## config.mk

```make
export PLATFORM = sky130hd
export DESIGN_NAME = servo_home_ctrl
export DESIGN_NICKNAME = d
export VERILOG_FILES = /design/src/hdl/servo_home_pkg.sv /design/src/hdl/servo_home_ctrl.sv /design/src/hdl/in_sync.sv /design/src/hdl/pulse_combine.sv
export VERILOG_INCLUDE_DIRS = /design/src /design/src/hdl
export SDC_FILE = /design/constraint.sdc
export NUM_CORES = 1
export LEC_CHECK = 0
export BUFFER_PORTS_ARGS = -buffer_cell sky130_fd_sc_hd__buf_2
export CAP_MARGIN = 10
export CORE_ASPECT_RATIO = 1.75
export CORE_MARGIN = 2
export CORE_UTILIZATION = 36
export CTS_BUF_LIST = sky130_fd_sc_hd__clkbuf_8
export CTS_CLUSTER_DIAMETER = 40
export DETAILED_ROUTE_END_ITERATION = 7
export GPL_TIMING_DRIVEN = 0
export SYNTH_ARGS = -nofsm -noshare
export SYNTH_HDL_FRONTEND = slang
export SYNTH_SLANG_ARGS = --single-unit
```

## constraint.sdc

```tcl
create_clock -name pclk -period 25.1 [get_ports pclk]
set_input_delay 5.02 -clock pclk [delete_from_list [all_inputs] [get_ports pclk]]
set_output_delay 5.02 -clock pclk [all_outputs]
set_load 0.02 [all_outputs]
```

## src/hdl/servo_home_defines.svh

```systemverilog
`ifndef SERVO_HOME_DEFINES_SVH
`define SERVO_HOME_DEFINES_SVH

// register byte offsets
`define OFS_SEARCH_SPEED 8'h00
`define OFS_LEAVE_SPEED 8'h04
`define OFS_TEACH_HIGH 8'h08
`define OFS_TEACH_LOW 8'h0C
`define OFS_HOMING_MODE 8'h10
`define OFS_OFFSET_HIGH 8'h14
`define OFS_OFFSET_LOW 8'h18
`define OFS_CONTROL 8'h1C
`define OFS_STATUS 8'h20
`define OFS_POSITION 8'h24

// field positions in the mode setting and control word
`define FLD_HOME_DIR 0
`define FLD_INDEX_STYLE 1
`define FLD_TRIGGER 2
`define FLD_CTL_TEACH 0
`define FLD_CTL_RESTART 1
`define FLD_CTL_ABORT 2

// reset values
`define RST_SEARCH_SPEED 16'h0064
`define RST_LEAVE_SPEED 16'h000A
`define RST_ZERO16 16'h0000

// weight of the high half of a split pulse count
`define PULSE_HIGH_WEIGHT 32'sh0000_2710

`endif

```

## src/hdl/servo_home_pkg.sv

```systemverilog
package servo_home_pkg;

    typedef enum logic [2:0] {
        ST_IDLE,
        ST_APPROACH,
        ST_LEAVE,
        ST_INDEX,
        ST_OFFSET,
        ST_DONE
    } home_state_type;

    // command presented to the motor speed loop
    typedef struct packed {
        logic run;
        logic reverse;
        logic [15:0] speed_rpm;
    } motor_cmd_type;

    // homing mode fields as held in effect
    typedef struct packed {
        logic trigger;
        logic index_style;
        logic home_dir;
    } home_mode_type;

endpackage : servo_home_pkg

```

## src/hdl/servo_home_ctrl.sv

```systemverilog
// The register offsets and the APB register port were decided locally.
`timescale 1ns/1ps
`include "servo_home_defines.svh"
module servo_home_ctrl (
    input wire logic pclk,
    input wire logic presetn,
    input wire logic psel,
    input wire logic penable,
    input wire logic pwrite,
    input wire logic [7:0] paddr,
    input wire logic [31:0] pwdata,
    output logic [31:0] prdata,
    output logic pready,
    output logic pslverr,
    input wire logic origin_switch_input,
    input wire logic homing_start_input,
    input wire logic index_pulse,
    input wire logic encoder_step,
    output servo_home_pkg::motor_cmd_type motor_cmd,
    output logic homing_busy,
    output logic reference_set,
    output logic signed [31:0] current_position
);
    logic [15:0] search_speed_q;
    logic [15:0] leave_speed_q;
    logic [15:0] teach_high_q;
    logic [15:0] teach_low_q;
    logic [15:0] homing_mode_q;
    logic [15:0] offset_high_q;
    logic [15:0] offset_low_q;
    servo_home_pkg::home_mode_type mode_q;
    servo_home_pkg::home_state_type state_q;
    servo_home_pkg::home_state_type state_d;
    logic load_mode_q;
    logic ref_set_q;
    logic [31:0] step_count_q;
    logic signed [31:0] position_q;
    logic signed [31:0] teach_value;
    logic signed [31:0] offset_value;
    logic [31:0] offset_dist;
    logic [3:0] pins_sync;
    logic start_s;
    logic origin_s;
    logic index_s;
    logic step_s;
    logic start_prev_q;
    logic index_prev_q;
    logic step_prev_q;
    logic start_rise;
    logic index_rise;
    logic step_rise;
    logic wr_en;
    logic rd_en;
    logic addr_hit;
    logic teach_cmd;
    logic restart_cmd;
    logic abort_cmd;

    // magnitude of a signed pulse count
    function automatic logic [31:0] magnitude(input logic signed [31:0] v);
        magnitude = v[31] ? 32'(-v) : 32'(v);
    endfunction : magnitude

    // pins come from the motor side, not from this clock
    in_sync #(.WIDTH(4)) u_sync (
        .pclk(pclk),
        .presetn(presetn),
        .async_in({encoder_step, index_pulse, origin_switch_input,
            homing_start_input}),
        .sync_out(pins_sync)
    );
    assign start_s = pins_sync[0];
    assign origin_s = pins_sync[1];
    assign index_s = pins_sync[2];
    assign step_s = pins_sync[3];

    pulse_combine u_teach (
        .high_part(teach_high_q),
        .low_part(teach_low_q),
        .total(teach_value)
    );

    pulse_combine u_offset (
        .high_part(offset_high_q),
        .low_part(offset_low_q),
        .total(offset_value)
    );
    assign offset_dist = magnitude(offset_value);

    // edge detection on synchronised inputs
    always_ff @(posedge pclk or negedge presetn) begin
        if (!presetn) begin
            start_prev_q <= 1'b0;
            index_prev_q <= 1'b0;
            step_prev_q <= 1'b0;
        end else begin
            start_prev_q <= start_s;
            index_prev_q <= index_s;
            step_prev_q <= step_s;
        end
    end
    assign start_rise = start_s && !start_prev_q;
    assign index_rise = index_s && !index_prev_q;
    assign step_rise = step_s && !step_prev_q;

    // apb decode, zero wait states
    assign pready = 1'b1;
    assign wr_en = psel && penable && pwrite;
    assign rd_en = psel && penable && !pwrite;
    always_comb begin
        case (paddr)
            `OFS_SEARCH_SPEED, `OFS_LEAVE_SPEED, `OFS_TEACH_HIGH,
            `OFS_TEACH_LOW, `OFS_HOMING_MODE, `OFS_OFFSET_HIGH,
            `OFS_OFFSET_LOW, `OFS_CONTROL, `OFS_STATUS,
            `OFS_POSITION: addr_hit = 1'b1;
            default: addr_hit = 1'b0;
        endcase
    end
    assign pslverr = psel && penable && !addr_hit;
    assign teach_cmd = wr_en && paddr == `OFS_CONTROL
        && pwdata[`FLD_CTL_TEACH];
    assign restart_cmd = wr_en && paddr == `OFS_CONTROL
        && pwdata[`FLD_CTL_RESTART];
    assign abort_cmd = wr_en && paddr == `OFS_CONTROL
        && pwdata[`FLD_CTL_ABORT];

    // setting registers, speeds and counts act as soon as written
    always_ff @(posedge pclk or negedge presetn) begin
        if (!presetn) begin
            search_speed_q <= `RST_SEARCH_SPEED;
            leave_speed_q <= `RST_LEAVE_SPEED;
            teach_high_q <= `RST_ZERO16;
            teach_low_q <= `RST_ZERO16;
            homing_mode_q <= `RST_ZERO16;
            offset_high_q <= `RST_ZERO16;
            offset_low_q <= `RST_ZERO16;
        end else if (wr_en) begin
            case (paddr)
                `OFS_SEARCH_SPEED: search_speed_q <= pwdata[15:0];
                `OFS_LEAVE_SPEED: leave_speed_q <= pwdata[15:0];
                `OFS_TEACH_HIGH: teach_high_q <= pwdata[15:0];
                `OFS_TEACH_LOW: teach_low_q <= pwdata[15:0];
                `OFS_HOMING_MODE: homing_mode_q <= pwdata[15:0];
                `OFS_OFFSET_HIGH: offset_high_q <= pwdata[15:0];
                `OFS_OFFSET_LOW: offset_low_q <= pwdata[15:0];
                default: ;
            endcase
        end
    end

    // mode in effect changes only at a restart, once after reset too
    always_ff @(posedge pclk or negedge presetn) begin
        if (!presetn) begin
            load_mode_q <= 1'b1;
            mode_q <= '0;
        end else begin
            load_mode_q <= 1'b0;
            if (load_mode_q || restart_cmd) begin
                mode_q.home_dir <= homing_mode_q[`FLD_HOME_DIR];
                mode_q.index_style <= homing_mode_q[`FLD_INDEX_STYLE];
                mode_q.trigger <= homing_mode_q[`FLD_TRIGGER];
            end
        end
    end

    // read mux; reserved bits read zero
    always_comb begin
        prdata = 32'h0000_0000;
        if (rd_en) begin
            case (paddr)
                `OFS_SEARCH_SPEED: prdata[15:0] = search_speed_q;
                `OFS_LEAVE_SPEED: prdata[15:0] = leave_speed_q;
                `OFS_TEACH_HIGH: prdata[15:0] = teach_high_q;
                `OFS_TEACH_LOW: prdata[15:0] = teach_low_q;
                `OFS_HOMING_MODE: prdata[15:0] = homing_mode_q;
                `OFS_OFFSET_HIGH: prdata[15:0] = offset_high_q;
                `OFS_OFFSET_LOW: prdata[15:0] = offset_low_q;
                `OFS_STATUS: prdata[7:0] = {mode_q, state_q, ref_set_q,
                    homing_busy};
                `OFS_POSITION: prdata = position_q;
                default: prdata = 32'h0000_0000;
            endcase
        end
    end

    // homing sequencer next state
    always_comb begin
        state_d = state_q;
        case (state_q)
            servo_home_pkg::ST_IDLE:
                if (mode_q.trigger && start_rise) begin
                    state_d = servo_home_pkg::ST_APPROACH;
                end
            servo_home_pkg::ST_APPROACH:
                if (origin_s) begin
                    state_d = servo_home_pkg::ST_LEAVE;
                end
            servo_home_pkg::ST_LEAVE:
                if (!origin_s) begin
                    state_d = servo_home_pkg::ST_INDEX;
                end
            servo_home_pkg::ST_INDEX:
                if (index_rise) begin
                    state_d = servo_home_pkg::ST_OFFSET;
                end
            servo_home_pkg::ST_OFFSET:
                if (step_count_q >= offset_dist) begin
                    state_d = servo_home_pkg::ST_DONE;
                end
            servo_home_pkg::ST_DONE:
                state_d = servo_home_pkg::ST_IDLE;
            default:
                state_d = servo_home_pkg::ST_IDLE;
        endcase
        if (abort_cmd) begin
            state_d = servo_home_pkg::ST_IDLE;
        end
    end

    always_ff @(posedge pclk or negedge presetn) begin
        if (!presetn) begin
            state_q <= servo_home_pkg::ST_IDLE;
        end else begin
            state_q <= state_d;
        end
    end

    // offset steps counted only in the offset phase
    always_ff @(posedge pclk or negedge presetn) begin
        if (!presetn) begin
            step_count_q <= 32'h0000_0000;
        end else if (state_q != servo_home_pkg::ST_OFFSET) begin
            step_count_q <= 32'h0000_0000;
        end else if (step_rise) begin
            step_count_q <= step_count_q + 32'h0000_0001;
        end
    end

    // reference flag: set in the done phase, cleared only when a new homing run starts
    always_ff @(posedge pclk or negedge presetn) begin
        if (!presetn) begin
            ref_set_q <= 1'b0;
        end else if (state_q == servo_home_pkg::ST_DONE) begin
            ref_set_q <= 1'b1;
        end else if (state_d == servo_home_pkg::ST_APPROACH) begin
            ref_set_q <= 1'b0;
        end
    end

    // speed and direction per phase; leaving runs against homing direction
    always_ff @(posedge pclk or negedge presetn) begin
        if (!presetn) begin
            motor_cmd <= '0;
        end else begin
            motor_cmd.run <= 1'b1;
            case (state_d)
                servo_home_pkg::ST_APPROACH: begin
                    motor_cmd.reverse <= mode_q.home_dir;
                    motor_cmd.speed_rpm <= search_speed_q;
                end
                servo_home_pkg::ST_LEAVE: begin
                    motor_cmd.reverse <= !mode_q.home_dir;
                    motor_cmd.speed_rpm <= leave_speed_q;
                end
                servo_home_pkg::ST_INDEX: begin
                    // style 0 turns back toward the switch side
                    motor_cmd.reverse <= mode_q.index_style ?
                        !mode_q.home_dir : mode_q.home_dir;
                    motor_cmd.speed_rpm <= leave_speed_q;
                end
                servo_home_pkg::ST_OFFSET: begin
                    motor_cmd.reverse <= offset_value[31];
                    motor_cmd.speed_rpm <= leave_speed_q;
                end
                default: begin
                    motor_cmd.run <= 1'b0;
                    motor_cmd.reverse <= 1'b0;
                    motor_cmd.speed_rpm <= 16'h0000;
                end
            endcase
        end
    end

    // position: teach load wins over step tracking; zero at reference
    always_ff @(posedge pclk or negedge presetn) begin
        if (!presetn) begin
            position_q <= 32'sh0000_0000;
        end else if (teach_cmd && state_q == servo_home_pkg::ST_IDLE) begin
            position_q <= teach_value;
        end else if (state_q == servo_home_pkg::ST_DONE) begin
            position_q <= 32'sh0000_0000;
        end else if (step_rise && motor_cmd.run) begin
            position_q <= motor_cmd.reverse ? position_q - 32'sd1
                : position_q + 32'sd1;
        end
    end

    assign homing_busy = state_q != servo_home_pkg::ST_IDLE;
    assign reference_set = ref_set_q;
    assign current_position = position_q;
endmodule : servo_home_ctrl

```

## src/hdl/in_sync.sv

```systemverilog
`timescale 1ns/1ps
// two-stage synchroniser for asynchronous pin inputs
module in_sync #(
    parameter int WIDTH = 4
) (
    input wire logic pclk,
    input wire logic presetn,
    input wire logic [WIDTH-1:0] async_in,
    output logic [WIDTH-1:0] sync_out
);
    logic [WIDTH-1:0] meta_q;

    // first stage feeds only the second
    always_ff @(posedge pclk or negedge presetn) begin
        if (!presetn) begin
            meta_q <= '0;
            sync_out <= '0;
        end else begin
            meta_q <= async_in;
            sync_out <= meta_q;
        end
    end
endmodule : in_sync

```

## src/hdl/pulse_combine.sv

```systemverilog
`timescale 1ns/1ps
`include "servo_home_defines.svh"
// signed high and low halves into one pulse count
module pulse_combine (
    input wire logic [15:0] high_part,
    input wire logic [15:0] low_part,
    output logic signed [31:0] total
);
    logic signed [31:0] high_ext;
    logic signed [31:0] low_ext;

    // both halves are signed, high weighs ten thousand pulses
    assign high_ext = 32'($signed(high_part));
    assign low_ext = 32'($signed(low_part));
    assign total = high_ext * `PULSE_HIGH_WEIGHT + low_ext;
endmodule : pulse_combine

```

# Word-level counts from Yosys, hierarchy flattened
# Cells that the tools add are included.
# totals
in_bits	49
elab_cells	111
register_bits	213
output_inout_bits	86
# op_classes
multipliers	2
n_reduce_logical	36
add_sub_neg	6
n_lt_le_gt_ge	1
n_mux	24
n_eq_ne	19
# ops
operator	n
$mux 32	8
$pmux 8 s9	1
$pmux 17 s4	1
$add 31x16->32	2
$pmux 8 s8	1
$mul 16x11->27 const B	2
$add 32x1->32 const B	1
$add 32x2->32 const B	1
$eq 8x5->1 const B	4
$ge 32x32->1	1
$neg 32->32	1
$sub 32x2->32 const B	1
$mux 3	6
$eq 8x4->1 const B	2
$eq 8x6->1 const B	2
$mux 16	1
$pmux 3 s5	1
$logic_and 1x1->1	14
$reduce_and 2->1	7
$eq 3x2->1 const B	4
$reduce_or 10->1	1
$eq 3x3->1 const B	3
$eq 8x3->1 const B	1
$logic_not 8->1	1
other kinds (9)	21

# Longest topological paths before layout
# depth
word_depth	11
ltp_mapped	43
ltp_nobuf	41

# Hierarchy
# Synthesis repeated with hierarchy kept, for this count alone.
# hier_totals
cells_unflattened	2262
area_unflattened_um2	21239.1
# by_module_without_submodules
module	seq_area_each_um2	cells_each	area_per_inst_um2	n_inst
servo_home_ctrl	5137.4	1203	12186.7	1
pulse_combine at u_offset	0.0	538	4456.8	1
pulse_combine at u_teach	0.0	513	4395.5	1
in_sync	200.2	8	200.2	1

# Worst setup path before layout
# Ideal clock, no wire load.
# synth_timing
path_kind	input -> output
from	input port paddr[1]
to	output port prdata[15]
t_arrival_ns	6.987
required_time_ns	20.080
n_path_buf	2
cell_stages	7
path_slack_ns	13.093
path_cell_list	or3_1 -> clkbuf_1 -> nor3_1 -> clkbuf_1 -> a22o_1 -> a221oi_1 -> a31oi_1
# synth_between
elab_chain_len	3
elab_cells_between_ends	10
classes_between	eq/ne (7); mux (2); reduce/logical (1)
# synth_lines
element	line_no	rtl
start: declaration	servo_home_ctrl.sv:10	input wire logic [7:0] paddr,
$eq 8x6->1 (tied with other cells)	servo_home_ctrl.sv:170	case (paddr)
$pmux 8 s8 (*)	servo_home_ctrl.sv:170	
$mux 32 (*)	servo_home_ctrl.sv:169	if (rd_en) begin
end: declaration	servo_home_ctrl.sv:12	output logic [31:0] prdata,
# Every way passes the cells marked *; elsewhere a longest branch is shown, timed or not.

# Final worst setup path
# layout_timing
from	input port paddr[5]
to	output port prdata[15]
# The elaborated chain is that of the path after synthesis.

==> impl_results.md <==
- Status: complete, no violations
- RePlAce Congestion: approximately 0.93
- Worst skew pair latency: around 0.60 ns
- Post-route DRC: 0
- Pleak: 12.0 nW
- Flops & latches, synth: about 210
- Max IR drop VDD: around 0.000063 V
- Async S/R FF share, synth: between 90% and 100%
- Root buf cell: clkbuf_8
- Minimum clock period: ~13 ns
- Die area: between 50,000 and 60,000 sq um
- CP arrival: 8.25 ns
- Iteration-0 DRC Markers: ~1,000
- Register area share after synthesis: between 20% and 30%
- Post-Syn Instances: around 2,100
- Post-route clock period utilization: between 50% and 60%
- Post-CTS Hold Buffers: 0
- Area Growth Syn to Fin: 11.8%
- Unrepaired setup endpoints after global routing: false
- Fin area: around 23,000 sq um
- GRT overflow: 0
- CP peak stage delay: 0.83 ns
- Core area: 56,100 sq um
- IO Count: around 140
- Port bufs: between 100 and 150
- Fin cells: approximately 3,000
- Final Max Slew Viols: 0
- Routed Antenna Nets: 0
- Max_cap viols: 0
- Synth Net Count: roughly 2,600
- CTS resizes: 0
- Dpl hpwl: ~50 mm
- Hold Violations, Final: 0
- CP top delay family: simple AND/OR/NAND/NOR gates
- Placed cells: slightly below 3,000
- CTS Sinks: 213
- Final Hold Slack: between 0.3 and 0.4 ns
- Core Rows: about 120
- Power Density: between 50 and 60 nW/um^2
- Vias in the first global route: 17,600
- Slew margin rel.: roughly 18%
- Netlist cell types: between 80 and 90
- Ys flop type: dfrtp_1
- Vias per inst: around 5.6
- Yosys warns: 0
- Crit path kind: primary input to output port
- CP required: 20.08 ns
- Crit-path max FO: 10
- Largest net degree at the start of global routing: 117
- Fill count: 5,562
- Synthesized area per cell: about 9.6 sq um
- Per-cell routed wire length: 20.2 um
- Number of flops mapped to enable cells by yosys: 0
- Slew @ Worst Pin: 1.22 ns
- Mapped Area: roughly 20,000 sq um
- Most used cells in the layout excluding fill and tap cells: 291 x ha_1, 236 x inv_1, 207 x dfrtp_1, 145 x nor2_1
- Min-delay worst type: flip-flop to flip-flop
- Vias post-DR: approximately 17,000
- Total Power: about 1.3 mW
- Setup TNS: 0 ns
- Pre-antenna DRT Iters: 5
- Post CTS Setup Buffer Count: 0
- DIE HEIGHT: between 300 and 400 um
- Skew final: roughly 0.05 ns
- Overall routing resource usage: 21.0%
- CTS clock-pin slew for the worst setup and hold paths: 0.06 ns
- Buffers & Inverters on Critical Path: 3
- H-tree depth: 2
- First-pass GRT wire length: approximately 96 mm
- Commonest non-fill, non-tap cell in the layout: ha_1
- Fraction of layout cells with a size suffix above 1: 14.2%
- Maximum buffer depth of the clock tree: 3
- CP Capture Type: output port
- Initial core utilization: 36.3%
- Nets: between 2,000 and 3,000
- Initial antenna violation count: 3
- Final setup vio count: 0
- CTS Buf Count: 38
- Final WL: between 60 and 70 mm
- CTS tree: built
- CP startpoint kind: primary input
- Worst-path cell chain: buf_2 > nor3_1 > nand2_1 > nor3_1 > clkbuf_1 > a222oi_1 > a31oi_1 > buf_2
- Die Wd: about 180 um
- Max Freq: between 70 and 80 MHz
- Critical-path top delay cell: nor3_1
- Area post-placement: between 20,000 and 25,000 sq um
Yosys cell counts, drive strengths merged, types with 4 or more instances:
cell	count	area share (%)
ha	291	18
inv	228	4.2
dfrtp	207	25
nor2	147	2.8
a21oi	117	2.9
mux2	113	6.2
nand2	113	2.1
o21ai	94	2.3
fa	93	9.1
xnor2	91	4.0
xor2	63	2.7
a21o	48	1.8
clkbuf	45	0.83
nand3	35	0.86
a22o	34	1.5
and3	34	1.0
nor3	34	0.86
a31oi	28	0.86
o21a	25	0.92
nor2b	22	0.68
nand2b	21	0.64
a221oi	19	0.82
nand4	19	0.61
a211oi	16	0.64
a222oi	16	0.79
o211ai	16	0.64
or3	15	0.46
o21bai	14	0.52
a22oi	12	0.44
o31ai	12	0.51
nor4	8	0.25
o22ai	8	0.25
and2	6	0.18
buf	6	0.17
dfstp	6	0.77
o2111ai	6	0.26
mux2i	5	0.25
or2	5	0.15
nand3b	4	0.15
o31a	4	0.17
or4	4	0.15
cells by family (layout without fill, tap and decap cells):
| family | Yosys count | after routing | share of synthesized area (%) |
|---|---|---|---|
| AOI/OAI and AO/OA | 502 | 502 | 16.8 |
| and+or+nand+nor | 481 | 481 | 11.6 |
| adders and majority gates | 384 | 384 | 27.0 |
| buffers and inverters | 279 | 468 | 5.20 |
| DFF | 213 | 213 | 26.2 |
| xor gates and xnor gates | 154 | 154 | 6.73 |
| muxes | 118 | 118 | 6.49 |
| other | 2 | 4 | 0.0368 |
path summary, 6_finish.rpt:
check / from / to / slack [ns] / cells past startpoint
worst min register to register: u_sync.meta_q[0] / u_sync.sync_out[0] / 0.35 / 0
worst max-delay path: paddr[5] / prdata[15] / 11.83 / 8
worst min-delay path: u_sync.meta_q[0] / u_sync.sync_out[0] / 0.35 / 0
min in group asynchronous: presetn / current_position[20] / 4.47 / 1
max in group asynchronous: presetn / motor_cmd[9] / 19.48 / 2
worst max register to register: offset_high_q[4] / motor_cmd[12] / 13.91 / 40
final cells by class:
| class | instances | area, sq um | area share [%] |
|---|---|---|---|
| Multi-Input combinational cell | 1641 | 14000 | 61.4 |
| Clock inverter | 21 | 198 | 0.867 |
| Tap cell | 702 | 878 | 3.85 |
| Antenna cell | 2 | 5.00 | 0.0220 |
| Sequential cell | 213 | 5340 | 23.4 |
| Buffer | 51 | 204 | 0.895 |
| Clock buffer | 47 | 647 | 2.84 |
| Inverter | 228 | 856 | 3.75 |
| Timing Repair Buffer | 121 | 668 | 2.93 |
layer usage:
layer	part of all wire [%]	vias up	GRT usage, %
li1	-	7931	-
met1	35	8346	21.3
met2	55	445	40.7
met3	3.0	182	1.98
met4	6.3	4	12.4
met5	0.054	-	0
state kept, by name, indices dropped and copies added (netlist names), 3 cells and up:
signal / count
current_position: 32
homing_mode_q: 16
leave_speed_q: 16
mode_q: 3
motor_cmd: 18
offset_high_q: 16
offset_low_q: 16
search_speed_q: 16
state_q: 3
step_count_q: 32
teach_high_q: 16
teach_low_q: 16
u_sync.meta_q: 4
u_sync.sync_out: 4
where the power goes:
group	internal, mW	leakage, nW	switching, mW	total, mW
Combinational	0.205	8.66	0.317	0.522
Clock	0.203	0.459	0.161	0.365
Sequential	0.375	2.84	0.0642	0.439
Total	0.783	12.0	0.542	1.33
metrics by stage:
stage	setup slack, ns	util [%]
final	11.83	40.6
after global routing	11.81	40.6
after CTS	12.02	40.6
after detailed placement	12.03	39.1
after global placement	11.59	38.9
after floorplan	13.09	-
No activity file was read; power rests on OpenSTA's default activity.
